**config.mk**
```make
export PLATFORM = sky130hd
export DESIGN_NAME = charger_option_high_byte_ctrl
export DESIGN_NICKNAME = d
export VERILOG_FILES = /design/src/charger_opt_pkg.sv /design/src/interval_timer_if.sv /design/src/interval_timer.sv /design/src/charger_option_high_byte_ctrl.sv
export SDC_FILE = /design/constraint.sdc
export NUM_CORES = 1
export LEC_CHECK = 0
export BUFFER_PORTS_ARGS = -buffer_cell sky130_fd_sc_hd__buf_4
export CAP_MARGIN = 20
export CORE_MARGIN = 5
export CORE_UTILIZATION = 55
export DETAILED_ROUTE_END_ITERATION = 6
export PLACE_DENSITY = 0.75
export SLEW_MARGIN = 20
export SYNTH_ARGS = -nofsm -noshare
export SYNTH_HDL_FRONTEND = slang
export SYNTH_SLANG_ARGS = --single-unit
```
**constraint.sdc**
```tcl
create_clock -name mclk -period 4.4 [get_ports mclk]
set_input_delay 0.22 -clock mclk [delete_from_list [all_inputs] [get_ports mclk]]
set_output_delay 0.22 -clock mclk [all_outputs]
set_load 0.01 [all_outputs]
```
**src/charger_opt_pkg.sv**
```systemverilog
// constants for the charger option high-byte control block
package charger_opt_pkg;

	// ==========================================================
	// register addresses
	localparam logic [7:0] ADDR_OPT0_LOW  = 8'h00;
	localparam logic [7:0] ADDR_OPT0_HIGH = 8'h01;
	localparam logic [7:0] ADDR_CUR_LOW   = 8'h02;
	localparam logic [7:0] ADDR_CUR_HIGH  = 8'h03;
	localparam logic [7:0] ADDR_VOLT_LOW  = 8'h04;
	localparam logic [7:0] ADDR_VOLT_HIGH = 8'h05;
	localparam logic [7:0] ADDR_OPT1_LOW  = 8'h30;
	localparam logic [7:0] ADDR_OPT1_HIGH = 8'h31;

	// ==========================================================
	// field positions, high byte of option register 0
	localparam int BIT_LOW_POWER_ENABLE   = 7;
	localparam int BIT_WD_SEL_HI          = 6;
	localparam int BIT_WD_SEL_LO          = 5;
	localparam int BIT_INPUT_LIMIT_AUTO   = 4;
	localparam int BIT_RB_FLAGS_ADAPTER   = 3;
	localparam int BIT_OUT_OF_AUDIO       = 2;
	// low byte of option register 0
	localparam int BIT_INPUT_REG_ENABLE   = 1;
	// high byte of option register 1
	localparam int BIT_CMP_ENABLE_A       = 6;
	localparam int BIT_CMP_ENABLE_B       = 5;

	// ==========================================================
	// reset and suspend values
	localparam logic [7:0]  OPT0_HIGH_RESET = 8'hE2;
	localparam logic [7:0]  OPT0_LOW_RESET  = 8'h0E;
	localparam logic [7:0]  OPT1_HIGH_RESET = 8'h00;
	localparam logic [15:0] CUR_RESET       = 16'h0000;
	localparam logic [15:0] VOLT_RESET      = 16'h0000;
	localparam logic [15:0] CUR_SUSPEND     = 16'h0000;

	// ==========================================================
	// watchdog selection codes
	localparam logic [1:0] WD_OFF   = 2'h0;
	localparam logic [1:0] WD_SHORT = 2'h1;
	localparam logic [1:0] WD_MID   = 2'h2;
	localparam logic [1:0] WD_LONG  = 2'h3;

	// ==========================================================
	// timing
	localparam longint CLK_HZ        = 10_000_000;
	localparam longint WD_SHORT_S    = 5;
	localparam longint WD_MID_S      = 88;
	localparam longint WD_LONG_S     = 175;
	localparam longint BURST_MIN_HZ  = 25_000;
	localparam longint WD_SHORT_CYC  = WD_SHORT_S * CLK_HZ;
	localparam longint WD_MID_CYC    = WD_MID_S * CLK_HZ;
	localparam longint WD_LONG_CYC   = WD_LONG_S * CLK_HZ;
	localparam logic [8:0] BURST_GAP_CYC = 9'(CLK_HZ / BURST_MIN_HZ);
	localparam logic [8:0] BURST_GAP_ONE = 9'h001;

endpackage : charger_opt_pkg

```
**src/interval_timer_if.sv**
```systemverilog
// carrier between the control block and its interval timers
`timescale 1ns/1ns
`default_nettype none
interface interval_timer_if;
	logic [1:0] sel;
	logic       restart;
	logic       elapsed;

	modport owner (output sel, output restart, input elapsed);
	modport timer (input sel, input restart, output elapsed);
endinterface : interval_timer_if
`default_nettype wire

```
**src/interval_timer.sv**
```systemverilog
// selectable interval timer: flags once the chosen time has passed since restart
`timescale 1ns/1ns
`default_nettype none
module interval_timer
	import charger_opt_pkg::*;
#(
	parameter logic [31:0] SHORT_CYC = 32'(WD_SHORT_CYC),
	parameter logic [31:0] MID_CYC   = 32'(WD_MID_CYC),
	parameter logic [31:0] LONG_CYC  = 32'(WD_LONG_CYC)
)(
	input  wire logic       mclk,
	input  wire logic       rst_n,
	interval_timer_if.timer tmr
);

	typedef struct packed {
		logic [31:0] count;
		logic        elapsed;
	} timer_state_t;

	timer_state_t st;
	timer_state_t next_st;

	function automatic logic [31:0] limitFor(input logic [1:0] sel);
		unique case (sel)
			WD_SHORT: limitFor = SHORT_CYC;
			WD_MID:   limitFor = MID_CYC;
			WD_LONG:  limitFor = LONG_CYC;
			WD_OFF:   limitFor = 32'h0000_0000;
		endcase
	endfunction

	// ==========================================================
	// counting
	always_comb
	begin
		next_st = st;
		if (tmr.restart || tmr.sel == WD_OFF)
		begin
			next_st.count   = 32'h0000_0000;
			next_st.elapsed = 1'b0;
		end
		else if (!st.elapsed)
		begin
			if (st.count >= limitFor(tmr.sel) - 32'h0000_0001)
				next_st.elapsed = 1'b1;
			else
				next_st.count = st.count + 32'h0000_0001;
		end
	end

	always_ff @(posedge mclk)
	begin
		if (!rst_n)
			st <= '0;
		else
			st <= next_st;
	end

	assign tmr.elapsed = st.elapsed;

endmodule : interval_timer
`default_nettype wire

```
**src/charger_option_high_byte_ctrl.sv**
```systemverilog
// control logic behind the high byte of charger option register 0
`timescale 1ns/1ns
`default_nettype none
module charger_option_high_byte_ctrl
	import charger_opt_pkg::*;
#(
	parameter logic [31:0] SHORT_CYC = 32'(WD_SHORT_CYC),
	parameter logic [31:0] MID_CYC   = 32'(WD_MID_CYC),
	parameter logic [31:0] LONG_CYC  = 32'(WD_LONG_CYC)
)(
	input  wire logic        mclk,
	input  wire logic        rst_n,
	input  wire logic [7:0]  regAddr,
	input  wire logic [7:0]  regWrData,
	input  wire logic        regWrite,
	input  wire logic        regRead,
	output logic      [7:0]  regRdData,
	input  wire logic        cellCountBatteryPresentPin,
	input  wire logic        batteryOnly,
	input  wire logic        reverseBoostActive,
	input  wire logic        adapterDetect,
	input  wire logic        throttleCfg,
	input  wire logic        dischargeMonitorCfg,
	input  wire logic        powerMonitorCfg,
	input  wire logic        adcCfg,
	input  wire logic        pfmActive,
	input  wire logic        burstRequest,
	output logic             throttleEnable,
	output logic             dischargeMonitorEnable,
	output logic             powerMonitorEnable,
	output logic             comparatorEnable,
	output logic             adcEnable,
	output logic             adapterGoodOutput,
	output logic             inputCurrentRegulationEnable,
	output logic      [15:0] chargeCurrent,
	output logic      [15:0] chargeVoltage,
	output logic             chargeActive,
	output logic             burstPulse
);

	typedef struct packed {
		logic [7:0]  optLow;
		logic [7:0]  optHigh;
		logic [7:0]  opt1High;
		logic [15:0] current;
		logic [15:0] voltage;
		logic [7:0]  pendData;
		logic [7:0]  pendAddr;
		logic        pendValid;
		logic        suspended;
		logic        wdPrev;
		logic        batMeta;
		logic        batSync;
		logic        batPrev;
		logic [8:0]  burstGap;
		logic [7:0]  rdData;
		logic        throttle;
		logic        dischargeMon;
		logic        powerMon;
		logic        comparator;
		logic        adc;
		logic        adapterGood;
		logic        active;
		logic        burst;
	} ctrl_state_t;

	ctrl_state_t st;
	ctrl_state_t next_st;

	interval_timer_if wdBus ();
	interval_timer_if gapBus ();

	logic lowWrite;
	logic highWrite;
	logic commitOk;
	logic commitCharge;

	// ==========================================================
	// address helpers
	function automatic logic isPairLow(input logic [7:0] a);
		isPairLow = (a == ADDR_OPT0_LOW) || (a == ADDR_CUR_LOW) || (a == ADDR_VOLT_LOW) || (a == ADDR_OPT1_LOW);
	endfunction

	function automatic logic isPairHigh(input logic [7:0] a);
		isPairHigh = (a == ADDR_OPT0_HIGH) || (a == ADDR_CUR_HIGH) || (a == ADDR_VOLT_HIGH)
			|| (a == ADDR_OPT1_HIGH);
	endfunction

	// ==========================================================
	// write pairing and timers
	assign lowWrite     = regWrite && isPairLow(regAddr);
	assign highWrite    = regWrite && isPairHigh(regAddr);
	assign commitOk     = highWrite && st.pendValid && !gapBus.elapsed
		&& (st.pendAddr == (regAddr - 8'h01));
	assign commitCharge = commitOk && (regAddr == ADDR_CUR_HIGH || regAddr == ADDR_VOLT_HIGH
		|| regAddr == ADDR_OPT0_HIGH);

	assign wdBus.sel      = st.optHigh[BIT_WD_SEL_HI:BIT_WD_SEL_LO];
	assign wdBus.restart  = commitCharge;
	assign gapBus.sel     = st.optHigh[BIT_WD_SEL_HI:BIT_WD_SEL_LO];
	assign gapBus.restart = lowWrite;

	interval_timer #(
		.SHORT_CYC (SHORT_CYC),
		.MID_CYC   (MID_CYC),
		.LONG_CYC  (LONG_CYC)
	) watchdogTimer (
		.mclk  (mclk),
		.rst_n (rst_n),
		.tmr   (wdBus.timer)
	);

	interval_timer #(
		.SHORT_CYC (SHORT_CYC),
		.MID_CYC   (MID_CYC),
		.LONG_CYC  (LONG_CYC)
	) pairGapTimer (
		.mclk  (mclk),
		.rst_n (rst_n),
		.tmr   (gapBus.timer)
	);

	// ==========================================================
	// next state
	always_comb
	begin
		logic lowPower;
		logic batFall;
		lowPower = 1'b0;
		batFall  = 1'b0;
		next_st  = st;

		next_st.batMeta = cellCountBatteryPresentPin;
		next_st.batSync = st.batMeta;
		next_st.batPrev = st.batSync;
		next_st.wdPrev  = wdBus.elapsed;

		// pairing of low and high bytes
		if (lowWrite)
		begin
			next_st.pendData  = regWrData;
			next_st.pendAddr  = regAddr;
			next_st.pendValid = 1'b1;
		end
		else if (highWrite || gapBus.elapsed)
			next_st.pendValid = 1'b0;

		// watchdog expiry
		if (wdBus.elapsed && !st.wdPrev)
		begin
			next_st.current   = CUR_SUSPEND;
			next_st.suspended = 1'b1;
		end

		if (commitOk)
		begin
			unique case (regAddr)
				ADDR_OPT0_HIGH:
				begin
					next_st.optLow  = st.pendData;
					next_st.optHigh = regWrData;
				end
				ADDR_CUR_HIGH:  next_st.current  = {regWrData, st.pendData};
				ADDR_VOLT_HIGH: next_st.voltage  = {regWrData, st.pendData};
				ADDR_OPT1_HIGH: next_st.opt1High = regWrData;
				default:        next_st.pendValid = 1'b0;
			endcase
		end
		if (commitCharge)
			next_st.suspended = 1'b0;

		// battery removal drops input regulation, winning over a host write
		batFall = st.batPrev && !st.batSync;
		if (batFall && next_st.optHigh[BIT_INPUT_LIMIT_AUTO])
			next_st.optLow[BIT_INPUT_REG_ENABLE] = 1'b0;

		// read data
		if (regRead)
		begin
			unique case (regAddr)
				ADDR_OPT0_LOW:  next_st.rdData = st.optLow;
				ADDR_OPT0_HIGH: next_st.rdData = st.optHigh;
				ADDR_CUR_LOW:   next_st.rdData = st.current[7:0];
				ADDR_CUR_HIGH:  next_st.rdData = st.current[15:8];
				ADDR_VOLT_LOW:  next_st.rdData = st.voltage[7:0];
				ADDR_VOLT_HIGH: next_st.rdData = st.voltage[15:8];
				ADDR_OPT1_HIGH: next_st.rdData = st.opt1High;
				default:        next_st.rdData = 8'h00;
			endcase
		end

		// low power gating of throttle, monitor and converter enables; comparator not gated
		lowPower = st.optHigh[BIT_LOW_POWER_ENABLE] && batteryOnly;
		next_st.throttle     = lowPower ? 1'b0 : throttleCfg;
		next_st.dischargeMon = lowPower ? 1'b0 : dischargeMonitorCfg;
		next_st.powerMon     = lowPower ? 1'b0 : powerMonitorCfg;
		next_st.adc          = lowPower ? 1'b0 : adcCfg;
		next_st.comparator   = st.opt1High[BIT_CMP_ENABLE_A] || st.opt1High[BIT_CMP_ENABLE_B];

		next_st.adapterGood = adapterDetect
			|| (st.optHigh[BIT_RB_FLAGS_ADAPTER] && reverseBoostActive);

		next_st.active = !st.suspended && (st.current != CUR_SUSPEND)
			&& (st.voltage != VOLT_RESET);

		// burst frequency floor
		next_st.burst = 1'b0;
		if (!pfmActive)
			next_st.burstGap = '0;
		else if (burstRequest || (st.optHigh[BIT_OUT_OF_AUDIO]
			&& st.burstGap >= BURST_GAP_CYC - BURST_GAP_ONE))
		begin
			next_st.burst    = 1'b1;
			next_st.burstGap = '0;
		end
		else
			next_st.burstGap = st.burstGap + BURST_GAP_ONE;
	end

	always_ff @(posedge mclk)
	begin
		if (!rst_n)
		begin
			st          <= '0;
			st.optLow   <= OPT0_LOW_RESET;
			st.optHigh  <= OPT0_HIGH_RESET;
			st.opt1High <= OPT1_HIGH_RESET;
			st.current  <= CUR_RESET;
			st.voltage  <= VOLT_RESET;
		end
		else
			st <= next_st;
	end

	// ==========================================================
	// outputs
	assign regRdData                    = st.rdData;
	assign throttleEnable               = st.throttle;
	assign dischargeMonitorEnable       = st.dischargeMon;
	assign powerMonitorEnable           = st.powerMon;
	assign comparatorEnable             = st.comparator;
	assign adcEnable                    = st.adc;
	assign adapterGoodOutput            = st.adapterGood;
	assign inputCurrentRegulationEnable = st.optLow[BIT_INPUT_REG_ENABLE];
	assign chargeCurrent                = st.current;
	assign chargeVoltage                = st.voltage;
	assign chargeActive                 = st.active;
	assign burstPulse                   = st.burst;

endmodule : charger_option_high_byte_ctrl
`default_nettype wire

```
Word-level counts from Yosys, hierarchy flattened
Index checks and enable logic that the tools add are counted.
{"block": "op_classes", "n_addsub": 6, "magnitude_cmp": 3, "n_eq_ne": 11, "n_mux": 22, "n_bitwise": 6, "n_reduce_logical": 51}
{"operator": "$mux W32", "n": 4}
{"operator": "$pmux W32 S4", "n": 1}
{"operator": "$add A32 B1 Y32 const B", "n": 2}
{"operator": "$ge A32 B32 Y1", "n": 2}
{"operator": "$sub A32 B1 Y32 const B", "n": 2}
{"operator": "$pmux W8 S7", "n": 1}
{"operator": "$mux W50", "n": 1}
{"operator": "$mux W16", "n": 3}
{"operator": "$reduce_bool A16 Y1", "n": 2}
{"operator": "$eq A8 B2 Y1 const B", "n": 2}
{"operator": "$eq A8 B3 Y1 const B", "n": 2}
{"operator": "$eq A8 B6 Y1 const B", "n": 2}
{"operator": "$logic_and A1 B1 Y1", "n": 14}
{"operator": "$logic_or A1 B1 Y1", "n": 14}
{"operator": "$reduce_and A2 Y1", "n": 7}
{"operator": "$mux W1", "n": 10}
{"operator": "$mux W10", "n": 1}
{"operator": "$add A9 B1 Y9 const B", "n": 1}
{"operator": "$ge A9 B9 Y1 const B", "n": 1}
{"operator": "$eq A8 B1 Y1 const B", "n": 1}
{"operator": "$eq A8 B8 Y1", "n": 1}
{"operator": "$logic_not A8 Y1", "n": 1}
{"operator": "$mux W8", "n": 1}
{"operator": "$reduce_or A2 Y1", "n": 4}
{"operator": "9 further kinds", "n": 19}
{"block": "word_totals", "regBits": 169, "in_bits": 30, "output_inout_bits": 49}

Depth between registers and ports, before layout
Gate-level depths: netlist of run 1.
{"block": "depth", "ltp_word": 15, "depth_mapped": 13, "depth_no_buf": 11}

Hierarchy
Synthesis of run 1 repeated with hierarchy kept, for this count alone.
{"block": "unflattened", "hier_cells": 1105, "area_unflattened_um2": 9768.1}
{"mod": "charger_option_high_byte_ctrl", "instances": 1, "cells_each": 547, "area_per_inst_um2": 5082.4, "seq_area_each_um2": 2062.0}
{"mod": "interval_timer at pairGapTimer", "instances": 1, "cells_each": 283, "area_per_inst_um2": 2376.0, "seq_area_each_um2": 660.6}
{"mod": "interval_timer at watchdogTimer", "instances": 1, "cells_each": 275, "area_per_inst_um2": 2309.7, "seq_area_each_um2": 660.6}

Worst setup path before layout of run 1
No wires, ideal clock.
{"block": "synth_path", "path_type": "register to register", "from": "reg st, in the netlist gapBus.sel[1]", "to": "reg pairGapTimer.st[2] (netlist name)", "setup_time_ns": 0.128, "arrival_ns": 2.986, "path_slack_ns": 1.287, "path_stages_with_launch": 14, "n_path_buf": 2, "period_less_slack_ns": 3.113, "cell_sequence": "dfxtp_1 > inv_1 > ha_1 > or2_2 > nor2b_1 > ha_1 > nand3_1 > a211o_1 > a2bb2oi_1 > o211ai_1 > clkbuf_1 > buf_2 > mux2i_1 > nor2_1"}
{"block": "synth_between", "elab_chain_cells": 8, "word_cells_on_any_way": 13}
{"item": "start, declared", "line": "charger_option_high_byte_ctrl.sv:67", "source": "ctrl_state_t st;"}
{"item": "start signal, assigned", "line": "charger_option_high_byte_ctrl.sv:232", "source": "st <= next_st;"}
{"item": "$eq A2 B2 Y1, or another cell as far along", "line": "interval_timer.sv:25", "source": "unique case (sel)"}
{"item": "$pmux W32 S4", "line": "interval_timer.sv:25"}
{"item": "$mux W32", "line": "interval_timer.sv:43", "source": "else if (!st.elapsed)"}
{"item": "$mux W32", "line": "interval_timer.sv:38", "source": "if (tmr.restart || tmr.sel == WD_OFF)"}
{"item": "$sub A32 B1 Y32", "line": "interval_timer.sv:45", "source": "if (st.count >= limitFor(tmr.sel) - 32'h0000_0001)"}
{"item": "$ge A32 B32 Y1", "line": "interval_timer.sv:45"}
{"item": "$not A1 Y1 (no line)"}
{"item": "$reduce_and A2 Y1 (no line)"}
{"item": "end signal, assigned", "line": "interval_timer.sv:57", "source": "st <= next_st;"}
{"item": "end, declared", "line": "interval_timer.sv:21", "source": "timer_state_t st;"}
Several ways; a longest one is shown, not always the timed one. The select of a mux whose other input is x is not followed.
A chain may end at the register's enable or synchronous reset.

Final worst setup path of run 1
{"block": "layout_path", "from": "reg st, in the netlist gapBus.sel[0]", "to": "reg watchdogTimer.st[30] (netlist name)"}
{"block": "layout_between", "elab_chain_cells": 8, "word_cells_on_any_way": 13}
{"item": "$eq A2 B2 Y1, or another cell as far along", "line": "interval_timer.sv:25"}
{"item": "$pmux W32 S4", "line": "interval_timer.sv:25"}
{"item": "$mux W32", "line": "interval_timer.sv:43"}
{"item": "$mux W32", "line": "interval_timer.sv:38"}
{"item": "$sub A32 B1 Y32", "line": "interval_timer.sv:45"}
{"item": "$ge A32 B32 Y1", "line": "interval_timer.sv:45"}
{"item": "$not A1 Y1 (no line)"}
{"item": "$reduce_and A2 Y1 (no line)"}
{"item": "end signal, assigned", "line": "interval_timer.sv:57"}
{"item": "end, declared", "line": "interval_timer.sv:21"}
Several ways; a longest one is shown, not always the timed one. The select of a mux whose other input is x is not followed.

==> results of run 1 <==
worst max-delay path: stages, from the launching register on:
cell       delay (ps)
dfxtp_1           430
inv_1             130
ha_1              290
xnor2_1           560
ha_1              360
nand4_1           160
nor3_1            100
o2111ai_1         100
o211ai_1          120
buf_4             310
or4_1             580
a21oi_1           180
cell usage after synthesis (10+ instances only):
library cell / instances
and2_1: 26
and3_1: 13
mux2i_1: 56
or4_1: 35
nand2_1: 125
o31ai_1: 37
dfxtp_1: 169
nor2_1: 53
nor3_1: 13
inv_1: 27
o21ai_0: 39
nand3_1: 45
xnor2_1: 13
a21oi_1: 88
a22oi_1: 17
ha_1: 57
clkbuf_1: 44
o211ai_1: 10
buf_4: 41
or3_1: 31
nand4_1: 41
logic make-up (layout without fill, tap and decap cells):
| family | Yosys count | after routing | synth area share |
|---|---|---|---|
| and+or+nand+nor | 414 | 414 | 0.2388 |
| AOI/OAI and AO/OA | 240 | 240 | 0.1654 |
| DFF | 169 | 169 | 0.3655 |
| buffers and inverters | 128 | 154 | 0.07217 |
| adders and majority gates | 57 | 57 | 0.07704 |
| muxes | 56 | 56 | 0.06055 |
| xor gates and xnor gates | 20 | 20 | 0.02054 |
routing by layer:
layer / wire length (um) / up-vias / global-route usage
met1: 10850 / 3844 / 0.3372
met2: 10250 / 360 / 0.3540
met4: 417 / 0 / 0.07700
met5: 0 / - / 0.01253
met3: 1981 / 45 / 0.05180
li1: - / 4001 / -
worst max-delay path by stage:
| stage | cells past startpoint | from | end |
|---|---|---|---|
| 6_report | 11 | gapBus.sel[0] | watchdogTimer.st[30] |
| 3_3_place_gp | 12 | gapBus.sel[1] | watchdogTimer.st[25] |
| 3_5_place_dp | 11 | gapBus.sel[0] | watchdogTimer.st[32] |
| 2_1_floorplan | 13 | gapBus.sel[1] | pairGapTimer.st[2] |
| 4_1_cts | 11 | gapBus.sel[0] | watchdogTimer.st[30] |
| 5_1_grt | 10 | gapBus.sel[0] | watchdogTimer.st[11] |
flip-flops by register name (all words and copies together), names as in the netlist, 2 cells and up:
register / flops
watchdogTimer.st: 32
next_st: 2
chargeVoltage: 16
st: 50
regRdData: 8
gapBus.sel: 2
pairGapTimer.st: 32
chargeCurrent: 16
per-stage QoR:
step,setup slack [ps],hold slack (ps)
finish,980.3,12.87
global route,759.7,15.22
CTS,1024,1.973
detailed placement,1075,425.3
global placement,1204,414.1
floorplan,1287,337.4
area by class of cell:
| cell class | count | area share |
|---|---|---|
| multi-input combinational | 787 | 0.5078 |
| sequential | 169 | 0.3286 |
| timing repair buffer | 95 | 0.07073 |
| clock buffer | 17 | 0.04132 |
| tap | 220 | 0.02674 |
| clock inverter | 15 | 0.01495 |
| inverter | 27 | 0.009844 |
power groups by stage:
| stage | Clock [mW] | Sequential (mW) | Combinational, mW |
|---|---|---|---|
| 2_1_floorplan | 0 | 1.58 | 0.0773 |
| 3_3_place_gp | 0 | 1.58 | 0.137 |
| 3_5_place_dp | 0 | 1.58 | 0.139 |
| 4_1_cts | 1.50 | 1.54 | 0.143 |
| 5_1_grt | 1.57 | 1.55 | 0.157 |
| 6_report | 1.49 | 1.54 | 0.146 |
what timing repair did:
item                       CTS  global route
setup endpoints to repair    0             0
hold buffers                 6             0
hold endpoints to repair     6             0
==> summary.md, run 1 <==
| Metric | Value |
|---|---|
| Routability-driven placement congestion ratio | `0.8591` |
| Share of total power in the clock network | `0.468` |
| Overall power consumption | `3.180 mW` |
| Final std cells w/o fill | `1,330` |
| H-tree depth reported by CTS | `4` |
| Initial DRC count | `793` |
| Power density over cell area | `308.9 mW/mm^2` |
| Layout Utilization | `0.6230` |
| Worst hold path startpoint | `reverseBoostActive` |
| Capturing element type of the critical path | `register` |
| Dominant cell type by area after synthesis | `dfxtp_1` |
| Average cell area after synthesis | `8.540 sq um` |
| Number of search-and-repair iterations in the first detailed-routing pass | `7` |
| Register-to-register setup slack | `980 ps` |
| Fraction of final layout cells with drive strength greater than 1 | `0.1225` |
| Tmin final | `3420 ps` |
| Headroom to the max-slew limit | `0.2973` |
| Worst R2R End | `watchdogTimer.st[30]` |
| Top-level port count | `79` |
| Syn Inst Count | `1,084` |
| Net Sw Power | `787.8 uW` |
| Routed Wire Length | `23.51 mm` |
| Number of vias after detailed routing | `8,250` |
| Wire length per cell | `17.68 um` |
| Per-cell via count in the routed design | `6.203` |
| Logic depth of the worst register-to-register path | `11` |
| Number of flip-flops and latches in the synthesized netlist | `169` |
| Cell count after placement | `1,292` |
| Combinational share of power | `0.046` |
| Cell Area, Placed | `0.009656 sq mm` |
| Leading cell type in the layout, fill and taps excluded | `dfxtp_1` |
| Proportion of synthesized chip area in sequential cells | `0.3655` |
| Post-CTS Repair Setup Buffers | `0` |
| Area of the multi-input gates | `0.005228 sq mm` |
| Count of nets left with antenna violations after detail routing | `0` |
| Internal power | `2.392 mW` |
| Number of antenna violations at the first check in global routing | `0` |
| # fillers | `1,391` |
| Area occupied by registers | `0.003383 sq mm` |
| Net count of the finished layout | `1,184` |
| Type of the worst min-delay path | `input pin to register` |
| Startpoint of the worst register-to-register path | `gapBus.sel[0]` |
| Leading register cell type out of synthesis | `dfxtp_1` |
| Unique masters post-synth | `57` |
| Critical-path maximum fanout | `63` |
| Number of stages on the worst hold path | `3` |
| Number of enable-type register cells in the synthesized netlist | `0` |
| CTS Root Buffer Type | `clkbuf_16` |
| Estimated wirelength of the detail-placed design | `16.23 mm` |
| Final-report max-slew violation count | `0` |
| Status | `complete, but fails checks` |
| Std-Cell Core Area | `0.01652 sq mm` |
| Clock net sink count | `169` |
| TritonCTS clock tree | `yes` |
| # Max-Cap Violations | `0` |
| Final hold violation count | `0` |
| Area of the mapped netlist | `0.009258 sq mm` |
| Initial core utilization | `0.5602` |
| Via count of the first global-routing pass | `7,622` |
| Worst Hold Path EP | `adapterGoodOutput` |
| Total of buffers placed on input and output ports | `78` |
| Worst vdd ir | `0.0002663 V` |
| DRC violation count after routing | `2` |
| Summed area of non-filler cells in the final layout | `0.01029 sq mm` |
| Vertical die dimension | `139.7 um` |
| Clock transition at the registers of the reported paths | `70 ps` |
| Max Clock Freq | `0.2924 GHz` |
| Sum Neg Setup Slack | `0 ps` |
| Leak pwr | `3.862 nW` |
| Part of the power in registers | `0.486` |
| Period utilization | `0.7772` |
| Buffer depth of the longest clock path | `2` |
| Number of gates resized after cts | `0` |
| Category of the worst setup path launch point | `register` |
| Later-pin clock latency in the skew report | `440 ps` |
| Top cells by area in the synthesized netlist | `dfxtp_1, ha_1, mux2i_1, nand2_1, a21oi_1` |
| CP arrival | `3780 ps` |
| Number of warnings reported in the yosys synthesis log | `0` |
| Required time at the worst-slack endpoint | `4760 ps` |
| Failing checks | `design-rule violations` |
| Unrepaired setup endpoints after global routing | `false` |
| Critical path class | `register to register` |
| Width of the die | `139.7 um` |
| Count of final setup violators | `0` |
| Total nets after synthesis | `1,171` |
| # rows | `47` |
| Growth of design area from synthesis to finish | `11.20%` |
| Slew of the pin with the lowest slew margin | `1054 ps` |
| First-pass GRT wire length | `38.43 mm` |
| Clock Skew | `12.38 ps` |
| Pin count of the biggest net entering global routing | `64` |
| Proportion of synthesized flip-flops having asynchronous set or reset | `0` |
| Diodes inserted | `0` |
| Sw Share | `0.2477` |
| Grt total ovfl | `0` |
| Share of the synthesized area in the top cell type | `0.3655` |
| Total global routing track utilization | `0.2362` |
| Leading cell types in the layout, fill and taps excluded | `dfxtp_1, nand2_1, buf_4` |
| Total Die Area | `0.01953 sq mm` |
| CTS Buf Count | `17` |
(Power assumes the default switching activity.)
==> inputs of run 2 (changes only) <==
- clock period: 4.4 -> 3.25 ns (I/O delays scaled with it)
==> run 2 against run 1 <==
Non-clock buffer count rose by 27. The flow now finishes without violations. Maximum frequency rose by 7.2%. Sequential share of layout area is 0.90 points lower. Final cell count is 2.0% higher. Critical path depth up 2. Clock skew increased by 1.2 ps. Total power increased by 35%. Via count grew 1.4%. Die area stayed put. Clock power is 34% higher. Hold slack improved by 2.4 ps.
==> summary.md, run 2 (synthesis gave the netlist of run 1 again) <==
| Metric | Value |
|---|---|
| Net count of the finished layout | `1,211` |
| Worst setup path start | `gapBus.sel[1]` |
| Worst Hold Path EP | `st[39]` |
| Max Clock Freq | `0.3136 GHz` |
| Number of search-and-repair iterations in the first detailed-routing pass | `5` |
| Initial DRC count | `832` |
| Clock net sink count | `169` |
| Startpoint of the worst register-to-register path | `gapBus.sel[1]` |
| Leading cell type in the layout, fill and taps excluded | `dfxtp_1` |
| Total global routing track utilization | `0.2368` |
| Headroom to the max-slew limit | `0.4024` |
| TritonCTS clock tree | `yes` |
| Leading cell types in the layout, fill and taps excluded | `dfxtp_1, nand2_1, buf_4` |
| Number of vias after detailed routing | `8,368` |
| Overall power consumption | `4.302 mW` |
| H-tree depth reported by CTS | `4` |
| Period utilization | `0.9813` |
| Slew of the pin with the lowest slew margin | `893.1 ps` |
| Worst hold path startpoint | `regWrData[0]` |
| Type of the worst min-delay path | `input pin to register` |
| Later-pin clock latency in the skew report | `440 ps` |
| Final std cells w/o fill | `1,357` |
| Estimated wirelength of the detail-placed design | `16.30 mm` |
| Number of stages on the worst hold path | `3` |
| Std-Cell Core Area | `0.01652 sq mm` |
| Count of nets left with antenna violations after detail routing | `0` |
| Tmin final | `3189 ps` |
| Critical-path cell with the highest stage delay | `or4_1` |
| Routed Wire Length | `24.22 mm` |
| Clock transition at the registers of the reported paths | `70 ps` |
| First-pass GRT wire length | `38.76 mm` |
| CTS Buf Count | `17` |
| Width of the die | `139.7 um` |
| Capturing element type of the critical path | `register` |
| Worst vdd ir | `0.0003816 V` |
| Cell count after placement | `1,309` |
| Total Die Area | `0.01953 sq mm` |
| Final-report max-slew violation count | `0` |
| Chain of cells forming the critical path | `inv_4 > ha_4 > or2_4 > nor2b_2 > ha_1 > a21oi_2 > o21ai_1 > a22oi_1 > o211ai_1 > buf_4 > buf_6 > or4_1 > a21oi_1` |
| # rows | `47` |
| CTS Root Buffer Type | `clkbuf_16` |
| Power density over cell area | `405.6 mW/mm^2` |
| Grt total ovfl | `0` |
| Vertical die dimension | `139.7 um` |
| Worst stage delay on the critical path | `520 ps` |
| Final hold violation count | `0` |
| # Max-Cap Violations | `0` |
| DRC violation count after routing | `0` |
| Clock Skew | `13.55 ps` |
| Number of antenna violations at the first check in global routing | `0` |
| Largest Register | `st` |
| Top-level port count | `79` |
| Via count of the first global-routing pass | `7,625` |
| Worst hold slack | `15.27 ps` |
| Routability-driven placement congestion ratio | `0.8586` |
| Fraction of final layout cells with drive strength greater than 1 | `0.1530` |
| Initial core utilization | `0.5602` |
| Wire length per cell | `17.85 um` |
| Leak pwr | `4.000 nW` |
| Diodes inserted | `0` |
| Buffer depth of the longest clock path | `2` |
| Top Registers | `st: 50 flops, pairGapTimer.st: 32 flops, watchdogTimer.st: 32 flops` |
| Logic depth of the worst register-to-register path | `13` |
| Count of final setup violators | `0` |
| Total of buffers placed on input and output ports | `78` |
| Worst R2R End | `watchdogTimer.st[25]` |
| Register-to-register setup slack | `60 ps` |
| Required time at the worst-slack endpoint | `3610 ps` |
| Category of the worst setup path launch point | `register` |
| Critical path class | `register to register` |
| Number of flip-flops under the largest register name | `50` |
| Growth of design area from synthesis to finish | `14.58%` |
| Per-cell via count in the routed design | `6.167` |
| Status | `completed` |
| CP arrival | `3550 ps` |
| Pin count of the biggest net entering global routing | `63` |
| Critical-path maximum fanout | `9` |
-- run 2: cell count changes in the layout (fill, tap and decap cells not counted), moves of 4 or more --
cell and delta:
buf_4 +17, a21oi_1 -4, a21oi_2 +4, dlygate4sd3_1 +5
-- run 2: where the power goes --
group | switching, mW | internal [mW]
registers | 0.00957 | 2.08
logic | 0.130 | 0.0781
clock network | 0.927 | 1.08
-- run 2: layout make-up --
cell class / count / area (sq um)
multi-input combinational: 787 / 5303
sequential: 169 / 3391
fill: 1367 / 5917
inverter: 27 / 103.9
clock inverter: 13 / 132.6
timing repair buffer: 122 / 969.7
tap: 220 / 275.3
clock buffer: 19 / 432.9
-- run 2: worst max-delay path: cells and delay by family, from the launching register on --
kind	cells	cell delay, ps
AND/OR/NAND/NOR	3	940
buffers and inverters	3	440
adder cells (fa/ha/maj)	2	490
AO/OA/AOI/OAI	5	860
flip-flops	1	390
-- run 2: how the worst max path moves through the flow --
| stage | depth (start not counted) | to | slack (ps) |
|---|---|---|---|
| 2_1_floorplan | 13 | pairGapTimer.st[2] | 140 |
| 3_3_place_gp | 10 | watchdogTimer.st[28] | 120 |
| 3_5_place_dp | 10 | watchdogTimer.st[24] | 40 |
| 4_1_cts | 10 | watchdogTimer.st[28] | 30 |
| 5_1_grt | 13 | watchdogTimer.st[25] | -60 |
| 6_report | 13 | watchdogTimer.st[25] | 60 |
-- run 2: stage by stage --
stage,worst slack (ps),cell area [sq um],setup TNS (ps),util
floorplan,136.5,9258,0,-
finish,60.73,10610,0,0.6419
global route,-59.22,10610,-520.8,0.6419
global placement,119.5,9796,0,0.5928
detailed placement,37.81,9796,0,0.5928
CTS,25.51,10470,0,0.6338
-- run 2: repair_timing --
| item | in CTS | in global routing |
|---|---|---|
| hold endpoints to repair | 9 | 0 |
| gates resized for setup | 1 | 26 |
| buffers inserted | 0 | 2 |
| pin swaps | 0 | 12 |
| hold buffers | 11 | 0 |
| endpoints found under the setup margin | 1 | 58 |
| gates cloned | 0 | 3 |
-- run 2: metal layers --
| layer | GRT usage | vias to the layer above | part of all wire |
|---|---|---|---|
| li1 | - | 4052 | - |
| met1 | 0.3363 | 3941 | 0.46 |
| met2 | 0.3560 | 326 | 0.44 |
| met3 | 0.05729 | 49 | 0.077 |
| met4 | 0.07394 | 0 | 0.020 |
| met5 | 0 | - | 0 |
==> inputs of run 3 (changes only) <==
- SYNTH_HIERARCHICAL: default -> 1
==> run 3 against run 2 <==
Flip-flop and latch count unchanged. Clock power increased by 4%. Non-clock buffer count decreased by 11. Synthesized area increased by 5.5%. Register-to-register slack improved by 200 ps. Die area increased by 5.1%. Sequential power about the same. Synthesized cell count increased by 1.9%. Final cell count increased by 1.3%. Clock-buffer cell count decreased by 2. Hold slack got worse by 1.6 ps. Critical path type unchanged. Clock skew increased by 2.7 ps.
==> summary.md, run 3 <==
| Metric | Value |
|---|---|
| Status | `completed` |
| Leak pwr | `4.303 nW` |
| Top Registers | `st: 50 flops, pairGapTimer/st: 32 flops, watchdogTimer/st: 32 flops` |
| Critical-path cell with the highest stage delay | `or4_1` |
| Unrepaired setup endpoints after global routing | `false` |
| Unique masters post-synth | `75` |
| Sum Neg Setup Slack | `0 ps` |
| # Max-Cap Violations | `0` |
| Number of gates resized after cts | `0` |
| H-tree depth reported by CTS | `4` |
| Chain of cells forming the critical path | `inv_1 > ha_1 > xor2_1 > ha_1 > nand4_1 > a211oi_1 > a221oi_4 > o211ai_4 > buf_4 > or4_1 > a21oi_1` |
| Final std cells w/o fill | `1,375` |
| Worst Hold Path EP | `st[44]` |
| Average cell area after synthesis | `8.840 sq um` |
| Final-report max-slew violation count | `0` |
| Post-CTS Repair Setup Buffers | `0` |
| Pin count of the biggest net entering global routing | `57` |
| Overall power consumption | `4.400 mW` |
| Routed Wire Length | `24.16 mm` |
| Worst hold path startpoint | `regWrData[5]` |
| Final hold violation count | `0` |
| Leading cell type in the layout, fill and taps excluded | `dfxtp_1` |
| Routability-driven placement congestion ratio | `0.8903` |
| Per-cell via count in the routed design | `6.076` |
| Total global routing track utilization | `0.2349` |
| Width of the die | `143.3 um` |
| Worst vdd ir | `0.0005101 V` |
| Summed area of non-filler cells in the final layout | `0.01093 sq mm` |
| Cell Area, Placed | `0.01020 sq mm` |
| Growth of design area from synthesis to finish | `11.93%` |
| Proportion of synthesized chip area in sequential cells | `0.3464` |
| Later-pin clock latency in the skew report | `440 ps` |
| Proportion of synthesized flip-flops having asynchronous set or reset | `0` |
| Category of the worst setup path launch point | `register` |
| # rows | `48` |
| Net count of the finished layout | `1,234` |
| Via count of the first global-routing pass | `7,792` |
| Number of warnings reported in the yosys synthesis log | `6` |
| Share of the synthesized area in the top cell type | `0.3464` |
| DRC violation count after routing | `0` |
| Number of antenna violations at the first check in global routing | `1` |
| Critical path class | `register to register` |
| Initial core utilization | `0.5628` |
| Count of nets left with antenna violations after detail routing | `0` |
| Buffer depth of the longest clock path | `2` |
| Count of final setup violators | `0` |
| Vertical die dimension | `143.3 um` |
| CP arrival | `3350 ps` |
| Capturing element type of the critical path | `register` |
| Slew of the pin with the lowest slew margin | `702.1 ps` |
| Synth cell count leaders | `dfxtp_1, nand2_1, a21oi_1` |
| Number of enable-type register cells in the synthesized netlist | `0` |
| Critical-path maximum fanout | `40` |
| Top cells by area in the synthesized netlist | `dfxtp_1, ha_1, mux2i_1, nand2_1, a21oi_1` |
| Register-to-register setup slack | `270 ps` |
| Wire length per cell | `17.57 um` |
| CTS Root Buffer Type | `clkbuf_16` |
| Total Die Area | `0.02052 sq mm` |
| Headroom to the max-slew limit | `0.5302` |
| Logic depth of the worst register-to-register path | `11` |
| Clock transition at the registers of the reported paths | `70 ps` |
| Required time at the worst-slack endpoint | `3620 ps` |
| Clock net sink count | `169` |
| Most frequent CP cell | `ha_1` |
| Top-level port count | `79` |
| Tmin final | `2985 ps` |
| Total of buffers placed on input and output ports | `78` |
| First-pass GRT wire length | `39.05 mm` |
| Largest Register | `st` |
| Number of vias after detailed routing | `8,354` |
| Most frequently used cell type in the post-synthesis netlist | `dfxtp_1` |
| Total nets after synthesis | `1,203` |
| Number of stages on the worst hold path | `3` |
| Fraction of final layout cells with drive strength greater than 1 | `0.1419` |
| Dominant cell type by area after synthesis | `dfxtp_1` |
| TritonCTS clock tree | `yes` |
| Startpoint of the worst register-to-register path | `gapBus.sel[1]` |
| Grt total ovfl | `0` |
| Power density over cell area | `402.5 mW/mm^2` |
| Leading cell types in the layout, fill and taps excluded | `dfxtp_1, nand2_1, buf_4` |
| Worst R2R End | `watchdogTimer/st[20]` |
| Number of search-and-repair iterations in the first detailed-routing pass | `7` |
| Syn Inst Count | `1,105` |
| Number of flip-flops under the largest register name | `50` |
| Type of the worst min-delay path | `input pin to register` |
| Std-Cell Core Area | `0.01736 sq mm` |
| Period utilization | `0.9183` |
| Leading register cell type out of synthesis | `dfxtp_1` |
| Initial DRC count | `664` |
| CTS Buf Count | `17` |
| Area of the mapped netlist | `0.009768 sq mm` |
| Worst stage delay on the critical path | `530 ps` |
| Number of buffers added to fix hold violations after cts | `11` |
| Max Clock Freq | `0.3351 GHz` |
| Estimated wirelength of the detail-placed design | `17.09 mm` |
| Clock Skew | `16.27 ps` |
| Cell count after placement | `1,331` |
| Number of flip-flops and latches in the synthesized netlist | `169` |
run 3: how the worst max path moves through the flow:
stage	startpoint	to	cells past startpoint
3_5_place_dp	gapBus.sel[1]	watchdogTimer/st[19]	11
6_report	gapBus.sel[1]	watchdogTimer/st[20]	11
4_1_cts	gapBus.sel[1]	watchdogTimer/st[19]	11
2_1_floorplan	gapBus.sel[0]	watchdogTimer/st[20]	11
3_3_place_gp	gapBus.sel[1]	watchdogTimer/st[20]	11
5_1_grt	gapBus.sel[1]	watchdogTimer/st[20]	11
run 3: critical path: cells and delay by family, from the launching register on:
kind	cells	cell delay, ps
simple gates	2	660
compound gates	4	680
fa+ha+maj	2	580
flops	1	400
xor+xnor	1	220
buf+inv	2	370
run 3: metrics by stage:
step / setup WS, ps / util / hold slack [ps]
floorplan: 124.1 / - / 284.2
global placement: 393.1 / 0.5879 / 366.3
detailed placement: 306.6 / 0.5879 / 371.1
CTS: 266.7 / 0.6298 / 1.039
global route: 63.36 / 0.6299 / 7.679
finish: 265.4 / 0.6299 / 13.69
run 3: cells by family (layout without fill, tap and decap cells):
logic type / after synthesis / after routing / synth area share
AO/OA/AOI/OAI: 227 / 227 / 0.1568
flip-flops: 169 / 169 / 0.3464
other: 0 / 1 / 0
multiplexers: 74 / 74 / 0.07583
buffers and inverters: 119 / 163 / 0.07032
adder cells (fa/ha/maj): 68 / 68 / 0.08710
AND/OR/NAND/NOR: 427 / 427 / 0.2448
XOR/XNOR: 21 / 21 / 0.01883
run 3: power by group:
part           switching [mW]  internal [mW]  total [mW]
Combinational           0.135         0.0890       0.224
Clock                    1.02           1.06        2.08
Sequential             0.0104           2.08        2.09
Total                    1.17           3.23        4.40
run 3: metal layers:
metal	global-route usage	part of all wire	up-vias	routed length, um
met3	0.05660	0.063	30	1532
met1	0.3235	0.47	3984	11240
li1	-	-	4097	-
met4	0.06739	0.018	0	440
met5	0	0	-	0
met2	0.3684	0.45	243	10950
run 3: final cells by class:
class                   instances  area, sq um
diodes                          1        2.502
clock buffers                  17        425.4
clock inverters                15        190.2
fillers                      1459         6424
inverters                      20        75.07
multi-input cells             817         5702
flip-flops and latches        169         3383
well taps                     225        281.5
repair buffers                111        873.3
